--- src/card_uart_consts.vh ---
`ifndef CARD_UART_CONSTS_VH
`define CARD_UART_CONSTS_VH
// register indices on the apb window (byte address = index * 4)
`define IDX_MODEM_STATUS 3'd0
`define IDX_MODEM_CONTROL 3'd1
`define IDX_FIFO_CONTROL 3'd2
`define IDX_IRQ_ENABLE 3'd3
`define IDX_HOST_CFG 3'd4
`define IDX_HOST_DATA 3'd5
// modem status fields
`define MS_DCTS 0
`define MS_DDSR 1
`define MS_DDCD 3
`define MS_CTS 4
`define MS_DSR 5
`define MS_DCD 7
// modem control, fifo control, enable and host config fields
`define MC_DTR 0
`define MC_LOOP 4
`define FC_AUTO_RTS 4
`define FC_EXT 5
`define IE_MODEM 3
`define HC_COM_MAP 0
// reset values
`define RST_MODEM_CONTROL 8'h00
`define RST_FIFO_CONTROL 8'h00
`define RST_IRQ_ENABLE 8'h00
`define RST_HOST_CFG 8'h00
// fifo depths
`define DEPTH_STD 7'h10
`define DEPTH_EXT 7'h40
// base of the standard serial port window on the 10-bit host bus
`define COM_BASE 10'h3f8
`endif

--- src/sync2.v ---
`default_nettype none
module sync2 #(
	parameter W = 1
) (
	input wire i_ref_clk,
	input wire i_rstn,
	input wire [W-1:0] i_d,
	output reg [W-1:0] o_q
);
	reg [W-1:0] meta_r;
	always @(posedge i_ref_clk or negedge i_rstn) begin
		if (!i_rstn) begin
			meta_r <= {W{1'b1}};
			o_q <= {W{1'b1}};
		end else begin
			meta_r <= i_d;
			o_q <= meta_r;
		end
	end
endmodule // sync2
`default_nettype wire

--- src/card_uart_pins.v ---
// What this block does
// [RL1] msr bit 4 shows clear-to-send level
// [RL2] msr bit 0 flags cts change
// [RL3] modem interrupt on cts/dcd/dsr change
// [RL4] msr bit 7 shows carrier-detect level
// [RL5] msr bit 3 flags dcd change
// [RL6] msr bit 5 shows data-set-ready level
// [RL7] msr bit 1 flags dsr change
// [RL8] reading msr clears delta bits
// [RL9] dtr active while mcr bit 0 high
// [RL10] dtr inactive on reset, loopback, cleared bit
// [RL11] depth select high gives 16-entry fifos
// [RL12] depth low plus fcr bit5 gives 64
// [RL13] auto-rts needs depth low, fcr bit4
// [RL14] host address bits 1-8 select attribute memory
// [RL15] uart decode bits 0-2 or 0-9
// [RL16] 8-bit bidirectional host data bus
// [RL17] input acknowledge on decoded i/o read
// [RL18] host uses read and write strobes
// [RL19] transfer needs attribute select and card enable
// [RL20] interrupt request asserted when service needed
// [RL22] ce1 even bytes, ce2 odd bytes
// [RL23] master reset clears uart, unconfigures card
// [RL24] read with no delta withdraws interrupt
//
// The register addresses and the APB slave port are this design's own decisions.
`default_nettype none
`include "card_uart_consts.vh"
module card_uart_pins (
	input wire i_ref_clk,
	input wire i_rstn,
	input wire i_master_reset,
	// apb slave
	input wire i_psel,
	input wire i_penable,
	input wire i_pwrite,
	input wire [11:0] i_paddr,
	input wire [31:0] i_pwdata,
	output reg [31:0] o_prdata,
	output reg o_pready,
	output reg o_pslverr,
	// modem pins, active low, then active-high fifo control outputs
	input wire i_cts_n,
	input wire i_dsr_n,
	input wire i_dcd_n,
	output reg o_dtr_n,
	output reg o_auto_rts_en,
	output reg [6:0] o_fifo_depth,
	output reg o_rx_trig_scaled,
	// fifo depth select pin
	input wire i_fifo_depth_sel,
	// host pins
	input wire [9:0] i_host_addr_bus,
	input wire [7:0] i_host_data_bus_in,
	output reg [7:0] o_host_data_bus_out,
	output reg o_host_data_bus_oe,
	input wire i_ce1_n,
	input wire i_ce2_n,
	input wire i_attr_sel_n,
	input wire i_iord_n,
	input wire i_iowr_n,
	output reg o_inpack_n,
	output reg o_ireq_n,
	output reg [7:0] o_attr_index,
	output reg o_attr_sel_valid
);
	////////////////////////////////////////////////////////////////////////////////
	function [7:0] field8;
		input [31:0] w;
		begin
			field8 = w[7:0];
		end
	endfunction

	// the standard port window covers eight byte addresses, so only bits 9:3 take part
	localparam [9:0] com_base_w = `COM_BASE;

	function com_hit;
		input [9:0] a;
		begin
			com_hit = (a[9:3] == com_base_w[9:3]);
		end
	endfunction

	////////////////////////////////////////////////////////////////////////////////
	// pin synchronisers; all pins of one kind share a two-flop stage
	wire [2:0] modem_s;
	wire [5:0] strobes_s;
	wire [9:0] addr_s;
	wire [7:0] hdata_s;
	wire depth_s;
	sync2 #(.W(3)) u_sync_modem (
		.i_ref_clk(i_ref_clk),
		.i_rstn(i_rstn),
		.i_d({i_dcd_n, i_dsr_n, i_cts_n}),
		.o_q(modem_s)
	);
	sync2 #(.W(6)) u_sync_strobe (
		.i_ref_clk(i_ref_clk),
		.i_rstn(i_rstn),
		.i_d({i_master_reset, i_ce1_n, i_ce2_n, i_attr_sel_n, i_iord_n, i_iowr_n}),
		.o_q(strobes_s)
	);
	sync2 #(.W(10)) u_sync_addr (
		.i_ref_clk(i_ref_clk),
		.i_rstn(i_rstn),
		.i_d(i_host_addr_bus),
		.o_q(addr_s)
	);
	sync2 #(.W(8)) u_sync_data (
		.i_ref_clk(i_ref_clk),
		.i_rstn(i_rstn),
		.i_d(i_host_data_bus_in),
		.o_q(hdata_s)
	);
	sync2 #(.W(1)) u_sync_depth (
		.i_ref_clk(i_ref_clk),
		.i_rstn(i_rstn),
		.i_d(i_fifo_depth_sel),
		.o_q(depth_s)
	);
	// master reset pin is active high; sync reset value 1 keeps it asserted
	// until the first two edges after release, which is harmless
	wire mrst = strobes_s[5];
	wire ce1_n_s = strobes_s[4];
	wire ce2_n_s = strobes_s[3];
	wire reg_n_s = strobes_s[2];
	wire iord_n_s = strobes_s[1];
	wire iowr_n_s = strobes_s[0];
	wire cts = ~modem_s[0];
	wire dsr = ~modem_s[1];
	wire dcd = ~modem_s[2];

	////////////////////////////////////////////////////////////////////////////////
	// registers
	reg [7:0] modem_control_reg_r;
	reg [7:0] fifo_control_reg_r;
	reg [7:0] irq_enable_r;
	reg [7:0] host_cfg_r;
	reg [2:0] modem_prev_r;
	reg dcts_r, ddsr_r, ddcd_r;
	reg [7:0] host_latch_r;
	reg rd_prev_r, wr_prev_r;

	wire apb_go = i_psel & i_penable;
	wire [2:0] apb_idx = i_paddr[4:2];
	wire apb_mapped = (i_paddr[11:5] == 7'h00) && (i_paddr[1:0] == 2'b00) &&
		(apb_idx <= `IDX_HOST_DATA);

	// card enables: ce1 takes even bytes, ce2 odd ones [RL22]
	wire ce_ok = (~ce1_n_s & ~addr_s[0]) | (~ce2_n_s & addr_s[0]);
	wire io_cyc = ~reg_n_s & ce_ok; // [RL19]
	wire addr_hit = host_cfg_r[`HC_COM_MAP] ? com_hit(addr_s) : 1'b1; // [RL15]
	wire [2:0] uart_off = addr_s[2:0]; // [RL15]
	wire host_rd = io_cyc & ~iord_n_s & addr_hit; // [RL18] [RL19]
	wire host_wr = io_cyc & ~iowr_n_s & addr_hit; // [RL18] [RL19]
	wire host_wr_edge = host_wr & wr_prev_r;
	wire host_msr_rd = host_rd & rd_prev_r & (uart_off == 3'd6);
	wire apb_msr_rd = apb_go & ~i_pwrite & (apb_idx == `IDX_MODEM_STATUS) & apb_mapped;
	wire msr_rd = apb_msr_rd | host_msr_rd;

	wire [2:0] modem_now = {dcd, dsr, cts};
	wire [2:0] chg = modem_now ^ modem_prev_r;
	// a change in the read cycle survives the clear
	wire dcts_nxt = chg[0] | (dcts_r & ~msr_rd); // [RL2] [RL8]
	wire ddsr_nxt = chg[1] | (ddsr_r & ~msr_rd); // [RL7] [RL8]
	wire ddcd_nxt = chg[2] | (ddcd_r & ~msr_rd); // [RL5] [RL8]

	wire [7:0] msr_val = {dcd, 1'b0, dsr, cts, ddcd_r, 1'b0, ddsr_r, dcts_r}; // [RL1] [RL4] [RL6]

	function [7:0] uart_read;
		input [2:0] off;
		begin
			case (off)
				3'd2: uart_read = fifo_control_reg_r;
				3'd1: uart_read = irq_enable_r;
				3'd4: uart_read = modem_control_reg_r;
				3'd6: uart_read = msr_val;
				default: uart_read = 8'h00;
			endcase
		end
	endfunction

	always @(posedge i_ref_clk or negedge i_rstn) begin
		if (!i_rstn) begin
			modem_control_reg_r <= `RST_MODEM_CONTROL;
			fifo_control_reg_r <= `RST_FIFO_CONTROL;
			irq_enable_r <= `RST_IRQ_ENABLE;
			host_cfg_r <= `RST_HOST_CFG;
			host_latch_r <= 8'h00;
		end else if (mrst) begin
			modem_control_reg_r <= `RST_MODEM_CONTROL; // [RL23]
			fifo_control_reg_r <= `RST_FIFO_CONTROL; // [RL23]
			irq_enable_r <= `RST_IRQ_ENABLE; // [RL23]
			host_cfg_r <= `RST_HOST_CFG; // [RL23]
			host_latch_r <= 8'h00;
		end else if (apb_go & i_pwrite & apb_mapped) begin
			case (apb_idx)
				`IDX_MODEM_CONTROL: modem_control_reg_r <= field8(i_pwdata);
				`IDX_FIFO_CONTROL: fifo_control_reg_r <= field8(i_pwdata);
				`IDX_IRQ_ENABLE: irq_enable_r <= field8(i_pwdata);
				`IDX_HOST_CFG: host_cfg_r <= field8(i_pwdata);
				default: host_latch_r <= host_latch_r;
			endcase
		end else if (host_wr_edge) begin
			// host writes over the 8-bit data bus [RL16]
			case (uart_off)
				3'd1: irq_enable_r <= hdata_s;
				3'd2: fifo_control_reg_r <= hdata_s;
				3'd4: modem_control_reg_r <= hdata_s;
				default: host_latch_r <= hdata_s;
			endcase
		end
	end

	always @(posedge i_ref_clk or negedge i_rstn) begin
		if (!i_rstn) begin
			modem_prev_r <= 3'b000;
			dcts_r <= 1'b0;
			ddsr_r <= 1'b0;
			ddcd_r <= 1'b0;
			rd_prev_r <= 1'b1;
			wr_prev_r <= 1'b1;
		end else begin
			modem_prev_r <= modem_now;
			dcts_r <= mrst ? 1'b0 : dcts_nxt;
			ddsr_r <= mrst ? 1'b0 : ddsr_nxt;
			ddcd_r <= mrst ? 1'b0 : ddcd_nxt;
			// rising-edge detect of the qualified strobes
			rd_prev_r <= ~host_rd;
			wr_prev_r <= ~host_wr;
		end
	end

	////////////////////////////////////////////////////////////////////////////////
	// apb answer: zero wait states, unmapped gives pslverr
	always @(posedge i_ref_clk or negedge i_rstn) begin
		if (!i_rstn) begin
			o_prdata <= 32'h0000_0000;
			o_pready <= 1'b0;
			o_pslverr <= 1'b0;
		end else begin
			o_pready <= i_psel & ~i_penable;
			o_pslverr <= i_psel & ~i_penable & ~apb_mapped;
			if (i_psel & ~i_penable & ~i_pwrite & apb_mapped) begin
				case (apb_idx)
					`IDX_MODEM_STATUS: o_prdata <= {24'h0, msr_val};
					`IDX_MODEM_CONTROL: o_prdata <= {24'h0, modem_control_reg_r};
					`IDX_FIFO_CONTROL: o_prdata <= {24'h0, fifo_control_reg_r};
					`IDX_IRQ_ENABLE: o_prdata <= {24'h0, irq_enable_r};
					`IDX_HOST_CFG: o_prdata <= {24'h0, host_cfg_r};
					default: o_prdata <= {24'h0, host_latch_r};
				endcase
			end else begin
				o_prdata <= 32'h0000_0000;
			end
		end
	end

	////////////////////////////////////////////////////////////////////////////////
	// pin outputs
	wire delta_any = dcts_nxt | ddsr_nxt | ddcd_nxt;
	wire ext_ok = ~depth_s;
	always @(posedge i_ref_clk or negedge i_rstn) begin
		if (!i_rstn) begin
			o_dtr_n <= 1'b1;
			o_auto_rts_en <= 1'b0;
			o_fifo_depth <= `DEPTH_STD;
			o_rx_trig_scaled <= 1'b0;
			o_host_data_bus_out <= 8'h00;
			o_host_data_bus_oe <= 1'b0;
			o_inpack_n <= 1'b1;
			o_ireq_n <= 1'b1;
			o_attr_index <= 8'h00;
			o_attr_sel_valid <= 1'b0;
		end else begin
			// loopback forces dtr off [RL9] [RL10]
			o_dtr_n <= mrst | ~modem_control_reg_r[`MC_DTR] |
				modem_control_reg_r[`MC_LOOP];
			o_auto_rts_en <= ext_ok & fifo_control_reg_r[`FC_AUTO_RTS] & ~mrst; // [RL13]
			if (ext_ok & fifo_control_reg_r[`FC_EXT] & ~mrst) begin
				o_fifo_depth <= `DEPTH_EXT; // [RL12]
				o_rx_trig_scaled <= 1'b1; // [RL12]
			end else begin
				o_fifo_depth <= `DEPTH_STD; // [RL11]
				o_rx_trig_scaled <= 1'b0;
			end
			o_host_data_bus_out <= uart_read(uart_off); // [RL16]
			o_host_data_bus_oe <= host_rd & ~mrst; // [RL16]
			o_inpack_n <= ~(host_rd & ~mrst); // [RL17]
			// delta set while enabled pulls ireq; cleared on read [RL3] [RL20] [RL24]
			o_ireq_n <= ~(delta_any & irq_enable_r[`IE_MODEM] & ~mrst);
			o_attr_index <= addr_s[8:1]; // [RL14]
			o_attr_sel_valid <= ~reg_n_s & ce_ok & iord_n_s & iowr_n_s; // [RL14]
		end
	end
endmodule // card_uart_pins
`default_nettype wire

--- config.mk ---
export PLATFORM = sky130hd
export DESIGN_NAME = card_uart_pins
export DESIGN_NICKNAME = d
export VERILOG_FILES = /design/src/sync2.v /design/src/card_uart_pins.v
export VERILOG_INCLUDE_DIRS = /design/src
export SDC_FILE = /design/constraint.sdc
export NUM_CORES = 1
export LEC_CHECK = 0
export BUFFER_PORTS_ARGS = -buffer_cell sky130_fd_sc_hd__buf_2
export CORE_MARGIN = 5
export CORE_UTILIZATION = 50
export CTS_CLUSTER_DIAMETER = 200
export DETAILED_ROUTE_END_ITERATION = 8
export PLACE_DENSITY = 0.82
export SETUP_SLACK_MARGIN = 0.2
export SYNTH_ARGS = -nofsm -noshare
export SYNTH_HDL_FRONTEND = slang
export SYNTH_HIERARCHICAL = 1
export SYNTH_SLANG_ARGS = --single-unit
--- constraint.sdc ---
create_clock -name i_ref_clk -period 4.6 [get_ports i_ref_clk]
set_input_delay 0.92 -clock i_ref_clk [delete_from_list [all_inputs] [get_ports i_ref_clk]]
set_output_delay 0.92 -clock i_ref_clk [all_outputs]
set_load 0.05 [all_outputs]
Yosys cells after proc, flatten, opt, wreduce, memory -nomap -nowiden
Index checks and enable logic that the tools add are counted.
{"block": "totals", "register_bits": 168, "input_bits": 77, "elab_cells": 160}
{"block": "classes", "n_lt_le_gt_ge": 1, "n_eq_ne": 14, "n_mux": 31, "n_bitwise": 62, "n_reduce_logical": 18}
{"op": "$mux W8", "n": 22}
{"op": "$pmux W8 S5", "n": 1}
{"op": "$and A1 B1 Y1", "n": 32}
{"op": "$mux W32", "n": 1}
{"op": "$pmux W8 S4", "n": 1}
{"op": "$not A1 Y1", "n": 20}
{"op": "$reduce_and A3 Y1", "n": 4}
{"op": "$reduce_bool A3 Y1", "n": 4}
{"op": "$eq A3 B2 Y1 const B", "n": 3}
{"op": "$eq A3 B3 Y1 const B", "n": 3}
{"op": "$ne A3 B1 Y1 const B", "n": 3}
{"op": "$or A1 B1 Y1", "n": 9}
{"op": "$eq A7 B7 Y1 const B", "n": 1}
{"op": "$logic_not A7 Y1", "n": 1}
{"op": "$mux W7", "n": 1}
{"op": "$eq A3 B1 Y1 const B", "n": 2}
{"op": "$reduce_bool A2 Y1", "n": 3}
{"op": "$mux W1", "n": 5}
{"op": "$ne A2 B1 Y1 const B", "n": 2}
{"op": "$le A3 B3 Y1 const B", "n": 1}
{"op": "$logic_not A3 Y1", "n": 1}
{"op": "$reduce_or A3 Y1", "n": 1}
{"op": "$xor A3 B3 Y3", "n": 1}
{"op": "$logic_and A1 B1 Y1", "n": 2}
{"op": "2 further kinds", "n": 2}

Longest topological paths before layout
Gate-level depths: netlist of the first run.
{"block": "logic_depth", "word_depth": 17, "depth_mapped": 7}

Modules after synthesis
The synthesis of the first run kept the hierarchy.
{"module": "card_uart_pins", "instances": 1, "cells_each": 420, "area_each_um2": 4419.2, "seq_area_each_um2": 2059.5}
{"module": "sync2 at u_sync_addr", "instances": 1, "cells_each": 20, "area_each_um2": 525.5, "seq_area_each_um2": 525.5}
{"module": "sync2 at u_sync_data", "instances": 1, "cells_each": 16, "area_each_um2": 420.4, "seq_area_each_um2": 420.4}
{"module": "sync2 at u_sync_strobe", "instances": 1, "cells_each": 12, "area_each_um2": 315.3, "seq_area_each_um2": 315.3}
{"module": "sync2 at u_sync_modem", "instances": 1, "cells_each": 6, "area_each_um2": 157.7, "seq_area_each_um2": 157.7}
{"module": "sync2 at u_sync_depth", "instances": 1, "cells_each": 2, "area_each_um2": 52.6, "seq_area_each_um2": 52.6}

Worst setup path before layout of the first run
OpenSTA, ideal clock, no wires.
{"block": "synth_timing", "kind": "input port to flip-flop", "from": "input i_paddr[4]", "to": "register o_prdata[3]", "setup_time_ns": 0.111, "arrival_time_ns": 2.202, "required_ns": 4.489, "slack_ns": 2.287, "stages": 6, "path_cell_list": "buf_6 -> a211oi_4 -> nand3_2 -> or3b_1 -> buf_6 -> a2111oi_2"}
{"block": "synth_via", "elab_chain_len": 4, "word_cells_on_any_way": 10, "cone_classes": "order compare (1); eq/ne (4); mux (2); bitwise (1); reduce/logical (2)"}
{"item": "start: declaration", "line": "card_uart_pins.v:37", "text": "input wire [11:0] i_paddr,"}
{"item": "$le A3 B3 Y1 (no source line)"}
{"item": "$logic_and A1 B1 Y1", "line": "card_uart_pins.v:147", "text": "wire apb_mapped = (i_paddr[11:5] == 7'h00) && (i_paddr[1:0] == 2'b00) &&"}
{"item": "$and A1 B1 Y1", "line": "card_uart_pins.v:245", "text": "if (i_psel & ~i_penable & ~i_pwrite & apb_mapped) begin"}
{"item": "$mux W32 *", "line": "card_uart_pins.v:245"}
{"item": "end signal: assignment", "line": "card_uart_pins.v:247", "text": "`IDX_MODEM_STATUS: o_prdata <= {24'h0, msr_val};"}
{"item": "end signal: assignment", "line": "card_uart_pins.v:248", "text": "`IDX_MODEM_CONTROL: o_prdata <= {24'h0, modem_control_reg_r};"}
{"item": "end signal: assignment", "line": "card_uart_pins.v:249", "text": "`IDX_FIFO_CONTROL: o_prdata <= {24'h0, fifo_control_reg_r};"}
{"item": "end: declaration", "line": "card_uart_pins.v:39", "text": "output reg [31:0] o_prdata,"}
Every way passes the cells marked *; elsewhere a longest branch is shown, timed or not.
A chain may end at the register's enable or synchronous reset.

Worst setup path in the final report of the first run
{"block": "layout_timing", "from": "input i_paddr[3]", "to": "register fifo_control_reg_r[2]"}
{"block": "layout_via", "elab_chain_len": 5, "word_cells_on_any_way": 10, "cone_classes": "order compare (1); eq/ne (2); mux (2); bitwise (1); reduce/logical (4)"}
{"item": "$le A3 B3 Y1 (no source line)"}
{"item": "$logic_and A1 B1 Y1", "line": "card_uart_pins.v:147"}
{"item": "$and A1 B1 Y1", "line": "card_uart_pins.v:197", "text": "end else if (apb_go & i_pwrite & apb_mapped) begin"}
{"item": "$ne A3 B1 Y1 (no source line), or another cell as far along"}
{"item": "$reduce_and A3 Y1 (no source line) or $mux W8 (tied branches)"}
{"item": "end signal: assignment", "line": "card_uart_pins.v:193", "text": "fifo_control_reg_r <= `RST_FIFO_CONTROL;"}
{"item": "end signal: assignment", "line": "card_uart_pins.v:200", "text": "`IDX_FIFO_CONTROL: fifo_control_reg_r <= field8(i_pwdata);"}
{"item": "end signal: assignment", "line": "card_uart_pins.v:209", "text": "3'd2: fifo_control_reg_r <= hdata_s;"}
{"item": "end: declaration", "line": "card_uart_pins.v:137", "text": "reg [7:0] fifo_control_reg_r;"}
Parallel ways exist; a longest one is shown, timed or not.

==> impl_metrics.json, run 1 <==
{
  "grt_first_pass_wirelength_um": 22400,
  "crit_startpoint": "i_paddr[3]",
  "tritoncts.num_buffers": 17,
  "status": "finished, final reports clean",
  "start_kind": "input port",
  "fp.dieH_um": 119,
  "crit_family": "simple AND/OR/NAND/NOR gates",
  "number_of_instances_resized_during_post_cts_repair": 0,
  "ys_top_cells_by_count": "dfrtp_1 (76), dfstp_2 (62), mux2i_1 (45)",
  "synth.distinct_cells": 51,
  "sw_frac_of_total_pct": 24.1,
  "synth-async-reset-ratio_pct": 100,
  "core_area_um2": 11500,
  "worst_path_largest_cell_delay_ps": 910,
  "number_of_setup_buffers_added_after_cts": 0,
  "via_count_of_the_first_global_routing_pass": 4169,
  "drt_iter0_drc": 464,
  "die-width_um": 119,
  "min_period_ps": 2610,
  "route.final.wire_length_um": 13700,
  "total_met2_wirelength_after_detailed_routing_um": 6700,
  "top_layer_used": "met4",
  "postSynthCellCount": 476,
  "drt_first_pass_iters": 5,
  "power_density_nw_per_um2": 419,
  "synth_area_leaders": "dfrtp_1 (32%), dfstp_2 (28%), mux2i_1 (7.6%)",
  "wire_per_inst_um": 19.1,
  "worstSetupEndpointType": "flop",
  "irDropWorstVdd_mv": 0.224,
  "netlist.area_leader.share_pct": 32.3,
  "cts-htree-levels": 4,
  "edff_count_synth": 0,
  "cts_tree": "done",
  "crit_chain": "buf_2, inv_1, nor3_2, nor2b_1, a211oi_1, a211oi_1",
  "antenna_found_initial": 0,
  "setup_viol": 0,
  "placementRows": 39,
  "finClkSkew_ps": 8.22,
  "path_class": "in -> reg",
  "final-max-slew-violation-count": 0,
  "yosys_top_cell_by_area": "dfrtp_1",
  "fin_crit_share_pct": 56.8,
  "die_area_um2": 14100,
  "seqPwrFrac_pct": 45.4,
  "synthesis.yosys.warnings": 6,
  "tns_ps": 0,
  "number_of_top_level_pins": 141,
  "clock_insertion_delay_worst_skew_ps": 420,
  "routed-wl-met3_um": 1300,
  "final-hold-violation-count": 0,
  "max_cap_violations": 0,
  "leftover_overflow_at_the_end_of_global_routing": 0,
  "synth-main-ff-cell": "dfrtp_1",
  "cellLeakagePower_nw": 3.31,
  "p_comb_share_pct": 7.8,
  "worstMarginPinSlew_ps": 1120,
  "critPathArrivalTime_ps": 2860,
  "min-delay-start": "u_sync_data/meta_r[1]$_DFF_PN1_",
  "cts_root_buffer": "clkbuf_16",
  "power.switching_w": 0.000696,
  "worst_ep_required_time_ps": 4840,
  "critPathBufInv": 2,
  "route.detailed.drc": 0,
  "number_of_placed_instances_with_taps_included": 684,
  "avgSynthCellArea_um2": 12.4,
  "final_layout_size_suffix_gt1_share_pct": 36.6,
  "clkPwrFrac_pct": 46.7,
  "postSynthRegisterBits": 138,
  "initial_utilization_pct": 51.4,
  "antenna_left": 0,
  "slew_hr_pct": 25.1,
  "critical_path.reg2reg.startpoint": "u_sync_addr/o_q[0]$_DFF_PN1_",
  "cellInternalPower_w": 0.00220,
  "synth.yosys.seq_area_share_pct": 59.9,
  "cts.clk_slew.worst_paths_ps": 60,
  "cts_hold_repair.buffers": 0,
  "area_growth_pct": 17.2,
  "cts_max_path_buffers": 2,
  "detailed_place_hpwl_um": 9140,
  "groute.usage.overall_pct": 20.1,
  "worst_path_most_repeated_cell": "a211oi_1",
  "largest_net_degree_at_the_start_of_global_routing": 75,
  "placer_congestion_estimate": 0.905,
  "synth_most_common_cell": "dfrtp_1",
  "critPathMaxFanout": 21,
  "grt_setup_unrepaired": "false",
  "clock.fmax_mhz": 383,
  "design.final.nets": 637,
  "antenna_cells": 0,
  "m1WireLength_um": 5320,
  "synthesized_cell_area_um2": 5890,
  "cp_slowest_cell": "nor3_2",
  "layoutNonFillerInstCount": 716,
  "numPortBuffers": 87,
  "cts.sinks": 138,
  "detailroute.via_count": 4048,
  "detail_route.vias_per_cell": 5.65,
  "hp-class": "reg -> reg"
}
==> kinds of logic (layout without fill, tap and decap cells) <==
| family | count (synthesis) | count (layout) | synth area share, % |
|---|---|---|---|
| buffers and inverters | 65 | 134 | 6.46 |
| flip-flops | 138 | 138 | 59.9 |
| multiplexers | 59 | 59 | 10.7 |
| AND/OR/NAND/NOR | 116 | 116 | 10.7 |
| XOR/XNOR | 4 | 4 | 0.595 |
| other | 1 | 29 | 0.0637 |
| AO/OA/AOI/OAI | 93 | 93 | 11.6 |
==> worst paths after layout <==
check,slack (ps),to,cells past startpoint
setup / recovery,1990,fifo_control_reg_r[2]$_DFFE_PN0P_,6
hold / removal,350,u_sync_data/o_q[1]$_DFF_PN1_,0
setup reg to reg,2100,irq_enable_r[3]$_DFFE_PN0P_,5
hold reg to reg,350,u_sync_data/o_q[1]$_DFF_PN1_,0
max in group asynchronous,2960,o_inpack_n$_DFF_PN1_,2
min in group asynchronous,640,o_fifo_depth[6]$_DFF_PN0_,1
==> sequential cells by signal, summed over array words and instances (netlist names), 2 cells and up <==
name	count
u_sync_strobe/o_q	6
o_attr_index	8
o_prdata	8
u_sync_modem/o_q	3
o_host_data_bus_out	8
u_sync_addr/meta_r	10
irq_enable_r	8
modem_control_reg_r	8
host_latch_r	8
fifo_control_reg_r	8
u_sync_data/o_q	8
o_fifo_depth	2
u_sync_data/meta_r	8
host_cfg_r	8
u_sync_strobe/meta_r	6
modem_prev_r	3
u_sync_modem/meta_r	3
u_sync_addr/o_q	10
==> power by group through the flow <==
stage          clock network [W]  registers (W)  logic, W
2_1_floorplan                  0        0.00134  0.000151
3_3_place_gp                   0        0.00133  0.000219
3_5_place_dp                   0        0.00133  0.000225
4_1_cts                  0.00137        0.00131  0.000227
5_1_grt                  0.00143        0.00132  0.000244
6_report                 0.00135        0.00131  0.000227
==> area by class of cell <==
cell class / count / area (um2)
Fill cell: 861 / 4560
Clock inverter: 9 / 110
Tap cell: 143 / 179
Multi-Input combinational cell: 301 / 2080
Clock buffer: 23 / 489
Inverter: 11 / 41.3
Sequential cell: 138 / 3530
Timing Repair Buffer: 91 / 468
==> routing by layer <==
layer / vias to the layer above / GRT usage [%]
met5: - / 0
met4: 0 / 8.01
met3: 27 / 6.83
met2: 205 / 31.3
met1: 2007 / 26.1
li1: 1809 / -
==> placed cells by master (no fill, tap or decap), types with 8 or more instances in the layout <==
cell        n
clkbuf_16  18
buf_2      86
a22oi_1     8
dfrtp_1    76
dfstp_2    62
nor2b_1    19
nand2_1    13
a211oi_1   41
mux2_2     12
mux2i_1    45
conb_1     29
nor2_1     41
o22ai_1    11
o21ai_0    15
inv_1      11
==> metrics by stage <==
stage | power [W] | area [um2] | hold slack (ps) | utilization (%) | worst slack (ps)
after floorplan | 0.00149 | 6000 | 345 | - | 2290
after global placement | 0.00155 | 6300 | 346 | 55.0 | 1720
after detailed placement | 0.00156 | 6300 | 347 | 55.0 | 1590
after CTS | 0.00292 | 6900 | 352 | 60.2 | 2020
after global routing | 0.00300 | 6900 | 354 | 60.2 | 1840
final | 0.00289 | 6900 | 351 | 60.2 | 1990
==> worst register-to-register path, stage by stage, from the launching register on <==
cell and delay, ps:
dfstp_2 670, nor2b_1 540, and2b_1 300, nand4_2 400
mux2i_1 240, a211oi_1 250
No activity file was read; power rests on OpenSTA's default activity.
==> inputs of run 2 (changes only) <==
ABC_AREA = 1   (was not set)
PLACE_DENSITY = 0.83   (was 0.82)
clock period = 2.5 ns   (was 4.6 ns; I/O delays follow)
==> impl_metrics.json, run 2 <==
{
  "route.detailed.drc": 0,
  "detailed_place_hpwl_um": 9350,
  "groute.usage.overall_pct": 20.0,
  "final-max-slew-violation-count": 0,
  "layout_commonest_cell": "nand2_1",
  "ys_top_cells_by_count": "nand2_1 (118), dfrtp_1 (76), dfstp_2 (62)",
  "cts_tree": "done",
  "area_growth_pct": 20.5,
  "max_cap_violations": 0,
  "synth_area_leaders": "dfrtp_1 (35%), dfstp_2 (30%), nand2_1 (8.1%)",
  "wire_per_inst_um": 16.3,
  "grt_setup_unrepaired": "false",
  "die-width_um": 115,
  "largest_net_degree_at_the_start_of_global_routing": 57,
  "synth.yosys.seq_area_share_pct": 64.5,
  "avgSynthCellArea_um2": 10.4,
  "cts_root_buffer": "clkbuf_8",
  "status": "finished, final reports clean",
  "placementRows": 38,
  "initial_utilization_pct": 50.7,
  "antenna_left": 0,
  "via_count_of_the_first_global_routing_pass": 3986,
  "number_of_instances_resized_during_post_cts_repair": 0,
  "edff_count_synth": 0,
  "gr-max-usage-layer": "met2",
  "antenna_found_initial": 0,
  "finClkSkew_ps": 7.05,
  "globalRouteMet3Util_pct": 4.86,
  "ff2ff_path_depth": 9,
  "irDropWorstVdd_mv": 0.385,
  "setup_viol": 0,
  "fin_crit_share_pct": 78.9,
  "path_class": "reg -> reg",
  "critPathMaxFanout": 9,
  "start_kind": "flop",
  "worstSetupEndpointType": "flop",
  "hold-path-cell-count": 1,
  "fillers": 876,
  "synthesized_cell_area_um2": 5470,
  "min_period_ps": 1970,
  "fp.dieH_um": 115,
  "yosys_top_cell_by_area": "dfrtp_1",
  "flip_flop_and_latch_area_um2": 3530,
  "finish.utilization_pct": 61.1,
  "cts-htree-levels": 4,
  "use_met2_pct": 32.2,
  "crit-reg2reg-capture": "host_latch_r[5]$_DFFE_PN0P_",
  "worst_hold_path.endpoint": "u_sync_addr/meta_r[7]$_DFF_PN1_",
  "hp-class": "in -> reg",
  "design.final.nets": 705,
  "tns_ps": 0,
  "final_cell_mix": "nand2_1 (118), buf_2 (86), dfrtp_1 (76), dfstp_2 (62), nand3_1 (47)",
  "multi_input_area_um2": 1590,
  "final_layout_size_suffix_gt1_share_pct": 32.1,
  "synth_most_common_cell": "nand2_1",
  "core_area_um2": 10800,
  "power_density_nw_per_um2": 832,
  "postSynthCellCount": 525,
  "netlist.area_leader.share_pct": 34.8,
  "worstMarginPinSlew_ps": 519,
  "postSynthRegisterBits": 138,
  "final-hold-violation-count": 0,
  "cts_max_path_buffers": 2,
  "drt_iter0_drc": 463,
  "placer_congestion_estimate": 0.925,
  "number_of_top_level_pins": 141,
  "cts.sinks": 138,
  "die_area_um2": 13100,
  "synth-main-ff-cell": "dfrtp_1",
  "cts.clk_slew.worst_paths_ps": 60,
  "tritoncts.num_buffers": 17,
  "cellLeakagePower_nw": 3.26,
  "worst_ep_required_time_ps": 2900,
  "synthesis.yosys.warnings": 6,
  "detail_route.vias_per_cell": 5.13,
  "drt_first_pass_iters": 5,
  "grt_first_pass_wirelength_um": 20100,
  "grt_util_met1_pct": 26.1,
  "critPathArrivalTime_ps": 2370,
  "slew_hr_pct": 65.3,
  "regToRegSetupSlack_ps": 530,
  "synth.distinct_cells": 30,
  "min-delay-start": "i_host_addr_bus[7]",
  "antenna_cells": 0,
  "route.final.wire_length_um": 12700,
  "clock_insertion_delay_worst_skew_ps": 520,
  "leftover_overflow_at_the_end_of_global_routing": 0,
  "synth-async-reset-ratio_pct": 100,
  "numPortBuffers": 87,
  "detailroute.via_count": 4005,
  "critical_path.reg2reg.startpoint": "u_sync_addr/o_q[1]$_DFF_PN1_",
  "largest_regs": "u_sync_addr/meta_r x10, u_sync_addr/o_q x10",
  "clock.fmax_mhz": 507
}
-- run 2: changes by cell type in the layout (fill, tap and decap cells not counted), sizes merged, moves of 9 or more --
cell	delta
a21oi	+11
nand3	+44
nor3	+11
a211oi	-43
nor2b	-19
o21ai	+9
mux2	-12
mux2i	-45
nand2	+109
inv	+36
-- run 2: through the flow --
step / worst slack, ps / instance area (um2) / total power, W / hold slack [ps] / instances
floorplan: 916 / 5580 / 0.00286 / 204 / 553
global placement: 533 / 5980 / 0.00300 / 346 / 748
detailed placement: 493 / 5980 / 0.00302 / 347 / 748
CTS: 561 / 6600 / 0.00551 / 62.9 / 781
global route: 426 / 6600 / 0.00568 / 54.9 / 781
finish: 527 / 6600 / 0.00549 / 77.9 / 781
-- run 2: power by group --
part	internal (W)	leakage (nW)	total, W	switching (W)
logic	0.000122	1.33	0.000539	0.000417
registers	0.00239	1.65	0.00245	0.0000640
clock network	0.00160	0.288	0.00249	0.000895
-- run 2: cells by family after synthesis --
kind of cell	count (synthesis)	synth area share, %
xor+xnor	3	0.480
buf+inv	86	8.32
compound gates	56	6.33
simple gates	241	20.3
flops	138	64.5
other cells	1	0.0685
-- run 2: critical path, stage by stage, from the launching register on --
cell and delay, ps:
dfstp_2 570, nor2_1 60, nand2_1 350, nand3_1 200, nor2_4 240, nand2_1 100, nand2_2 110, inv_2 90
nand2_1 70, nand2_1 50
-- run 2: timing repair --
item	CTS	global route
endpoints found under the hold margin	25	0
buffers inserted	0	0
hold buffers	1	0
-- run 2: area by class of cell --
class                           instances  share of cell area (%)
Clock buffer                           22                    7.02
Clock inverter                         10                    2.12
Inverter                               49                    2.79
Multi-Input combinational cell        329                    24.1
Sequential cell                       138                    53.5
Tap cell                              140                    2.66
Timing Repair Buffer                   93                    7.74
-- run 2: worst max path at each step --
stage	start	to	slack (ps)	cells after the start
floorplan	u_sync_strobe/o_q[5]$_DFF_PN1_	fifo_control_reg_r[1]$_DFFE_PN0P_	920	9
global placement	i_paddr[4]	fifo_control_reg_r[4]$_DFFE_PN0P_	530	10
detailed placement	i_paddr[4]	fifo_control_reg_r[5]$_DFFE_PN0P_	490	10
CTS	u_sync_addr/o_q[1]$_DFF_PN1_	host_latch_r[3]$_DFFE_PN0P_	560	9
global route	u_sync_addr/o_q[1]$_DFF_PN1_	host_latch_r[1]$_DFFE_PN0P_	430	9
finish	u_sync_addr/o_q[1]$_DFF_PN1_	host_latch_r[5]$_DFFE_PN0P_	530	9
-- run 2: metal layers --
metal / up-vias / routed length [um]
li1: 1861 / -
met1: 1902 / 5020
met2: 216 / 6280
met3: 26 / 1110
met4: 0 / 305
met5: - / 0
==> inputs of run 3 (changes only) <==
ABC_AREA = 0   (was 1)
PLACE_DENSITY = 0.82   (was 0.83)
clock period = 2 ns   (was 2.5 ns; I/O delays follow)
==> impl_metrics.json, run 3 (synthesized netlist as in run 1, its figures left out) <==
{
  "status": "finished, final reports clean",
  "seqPwrFrac_pct": 45.0,
  "final-max-slew-violation-count": 0,
  "die-width_um": 119,
  "finish.utilization_pct": 64.4,
  "p_comb_share_pct": 9.3,
  "worstSetupEndpointType": "flop",
  "crit_startpoint": "u_sync_addr/o_q[2]$_DFF_PN1_",
  "cellInternalPower_w": 0.00503,
  "layout_commonest_cell": "buf_2",
  "placer_congestion_estimate": 0.937,
  "tritoncts.num_buffers": 17,
  "hp-class": "in -> reg",
  "core_area_um2": 11500,
  "detail_route.vias_per_cell": 5.71,
  "design.final.nets": 676,
  "route.detailed.drc": 0,
  "path_class": "reg -> reg",
  "final_cell_mix": "buf_2 (86), dfrtp_1 (76), dfstp_2 (62), mux2i_1 (43), nor2_1 (40)",
  "min_period_ps": 1830,
  "design_power_total_w": 0.00668,
  "clock_insertion_delay_worst_skew_ps": 420,
  "critical_path.reg2reg.startpoint": "u_sync_addr/o_q[2]$_DFF_PN1_",
  "setup_viol": 0,
  "start_kind": "flop",
  "drt_iter0_drc": 452,
  "clock.fmax_mhz": 547,
  "min-delay-start": "i_cts_n",
  "fp.dieH_um": 119,
  "antenna_found_initial": 0,
  "cts_max_path_buffers": 2,
  "sw_frac_of_total_pct": 24.8,
  "area_growth_pct": 25.3,
  "cts.clk_slew.worst_paths_ps": 60,
  "crit_chain": "nand2b_1, nor2_2, nand4_4, mux2i_1, a211oi_1",
  "numPortBuffers": 87,
  "number_of_top_level_pins": 141,
  "wire_per_inst_um": 19.3,
  "largest_net_degree_at_the_start_of_global_routing": 79,
  "fillers": 861,
  "cellLeakagePower_nw": 3.52,
  "number_of_placed_instances_with_taps_included": 707,
  "antenna_left": 0,
  "drt_first_pass_iters": 5,
  "finClkSkew_ps": 8.43,
  "final-hold-violation-count": 0,
  "leftover_overflow_at_the_end_of_global_routing": 0,
  "initial_utilization_pct": 51.4,
  "max_cap_violations": 0,
  "groute.usage.overall_pct": 21.2,
  "layoutNonFillerInstCount": 755,
  "cts-htree-levels": 4,
  "cts.sinks": 138,
  "fin_crit_share_pct": 91.5,
  "cts_tree": "done",
  "grt_setup_unrepaired": "true",
  "die_area_um2": 14100,
  "via_count_of_the_first_global_routing_pass": 4539,
  "largest_regs": "u_sync_addr/meta_r x10, u_sync_addr/o_q x10",
  "detailed_place_hpwl_um": 9520,
  "route.final.wire_length_um": 14600,
  "worst_path_largest_cell_delay_ps": 530,
  "placementRows": 39,
  "crit_family": "simple AND/OR/NAND/NOR gates",
  "critPathMaxFanout": 8,
  "cts_root_buffer": "clkbuf_16",
  "final_layout_size_suffix_gt1_share_pct": 42.5,
  "worst_ep_required_time_ps": 2330,
  "power_density_nw_per_um2": 906,
  "grt_first_pass_wirelength_um": 23600,
  "clkPwrFrac_pct": 45.7,
  "cp_slowest_cell": "dfstp_2",
  "detailroute.via_count": 4309,
  "critPathArrivalTime_ps": 2160,
  "critPathBufInv": 0,
  "antenna_cells": 0,
  "irDropWorstVdd_mv": 0.846,
  "power.switching_w": 0.00165
}
-- run 3: routing by layer --
metal	global-route usage, %	part of all wire [%]	up-vias
li1	-	-	1886
met1	26.6	39	2140
met2	34.4	50	241
met3	5.35	8.4	42
met4	10.3	3.1	0
met5	0	0	-
-- run 3: timing repair --
item | CTS | global route
hold buffers | 1 | 0
pin swaps | 4 | 9
hold endpoints to repair | 2 | 0
endpoints found under the setup margin | 35 | 34
resized for setup | 4 | 7
buffers inserted | 6 | 9
-- run 3: layout make-up --
class	count	area, um2	area share, %
inverter	11	41.3	0.560
clock buffer	22	464	6.29
timing repair buffer	130	883	12.0
clock inverter	10	115	1.56
tap	143	179	2.42
multi-input combinational	301	2170	29.3
sequential	138	3530	47.8
-- run 3: through the flow --
step	hold slack (ps)	setup TNS (ps)	setup slack [ps]	instance area, um2
2_1_floorplan	104	0	146	6050
3_3_place_gp	270	0	59.4	6590
3_5_place_dp	276	-71.3	-37.3	6590
4_1_cts	55.8	0	172	7270
5_1_grt	53.0	0	78.3	7380
6_report	71.9	0	170	7380
-- run 3: power by group through the flow --
stage               Sequential (W)  Clock, W  Combinational [W]
floorplan                  0.00308         0           0.000356
global placement           0.00304         0           0.000562
detailed placement         0.00305         0           0.000578
CTS                        0.00301   0.00310           0.000602
global route               0.00302   0.00324           0.000664
finish                     0.00301   0.00306           0.000619
-- run 3: path summary, 6_finish.rpt --
check / cells after the start / slack (ps) / to
worst min-delay path: 1 / 70 / u_sync_modem/meta_r[0]$_DFF_PN1_
worst max-delay path: 5 / 170 / modem_control_reg_r[2]$_DFFE_PN0P_
max in group asynchronous: 3 / 930 / u_sync_addr/meta_r[5]$_DFF_PN1_
worst max register to register: 5 / 170 / modem_control_reg_r[2]$_DFFE_PN0P_
worst min register to register: 0 / 350 / u_sync_data/o_q[5]$_DFF_PN1_
min in group asynchronous: 2 / 380 / o_fifo_depth[6]$_DFF_PN0_
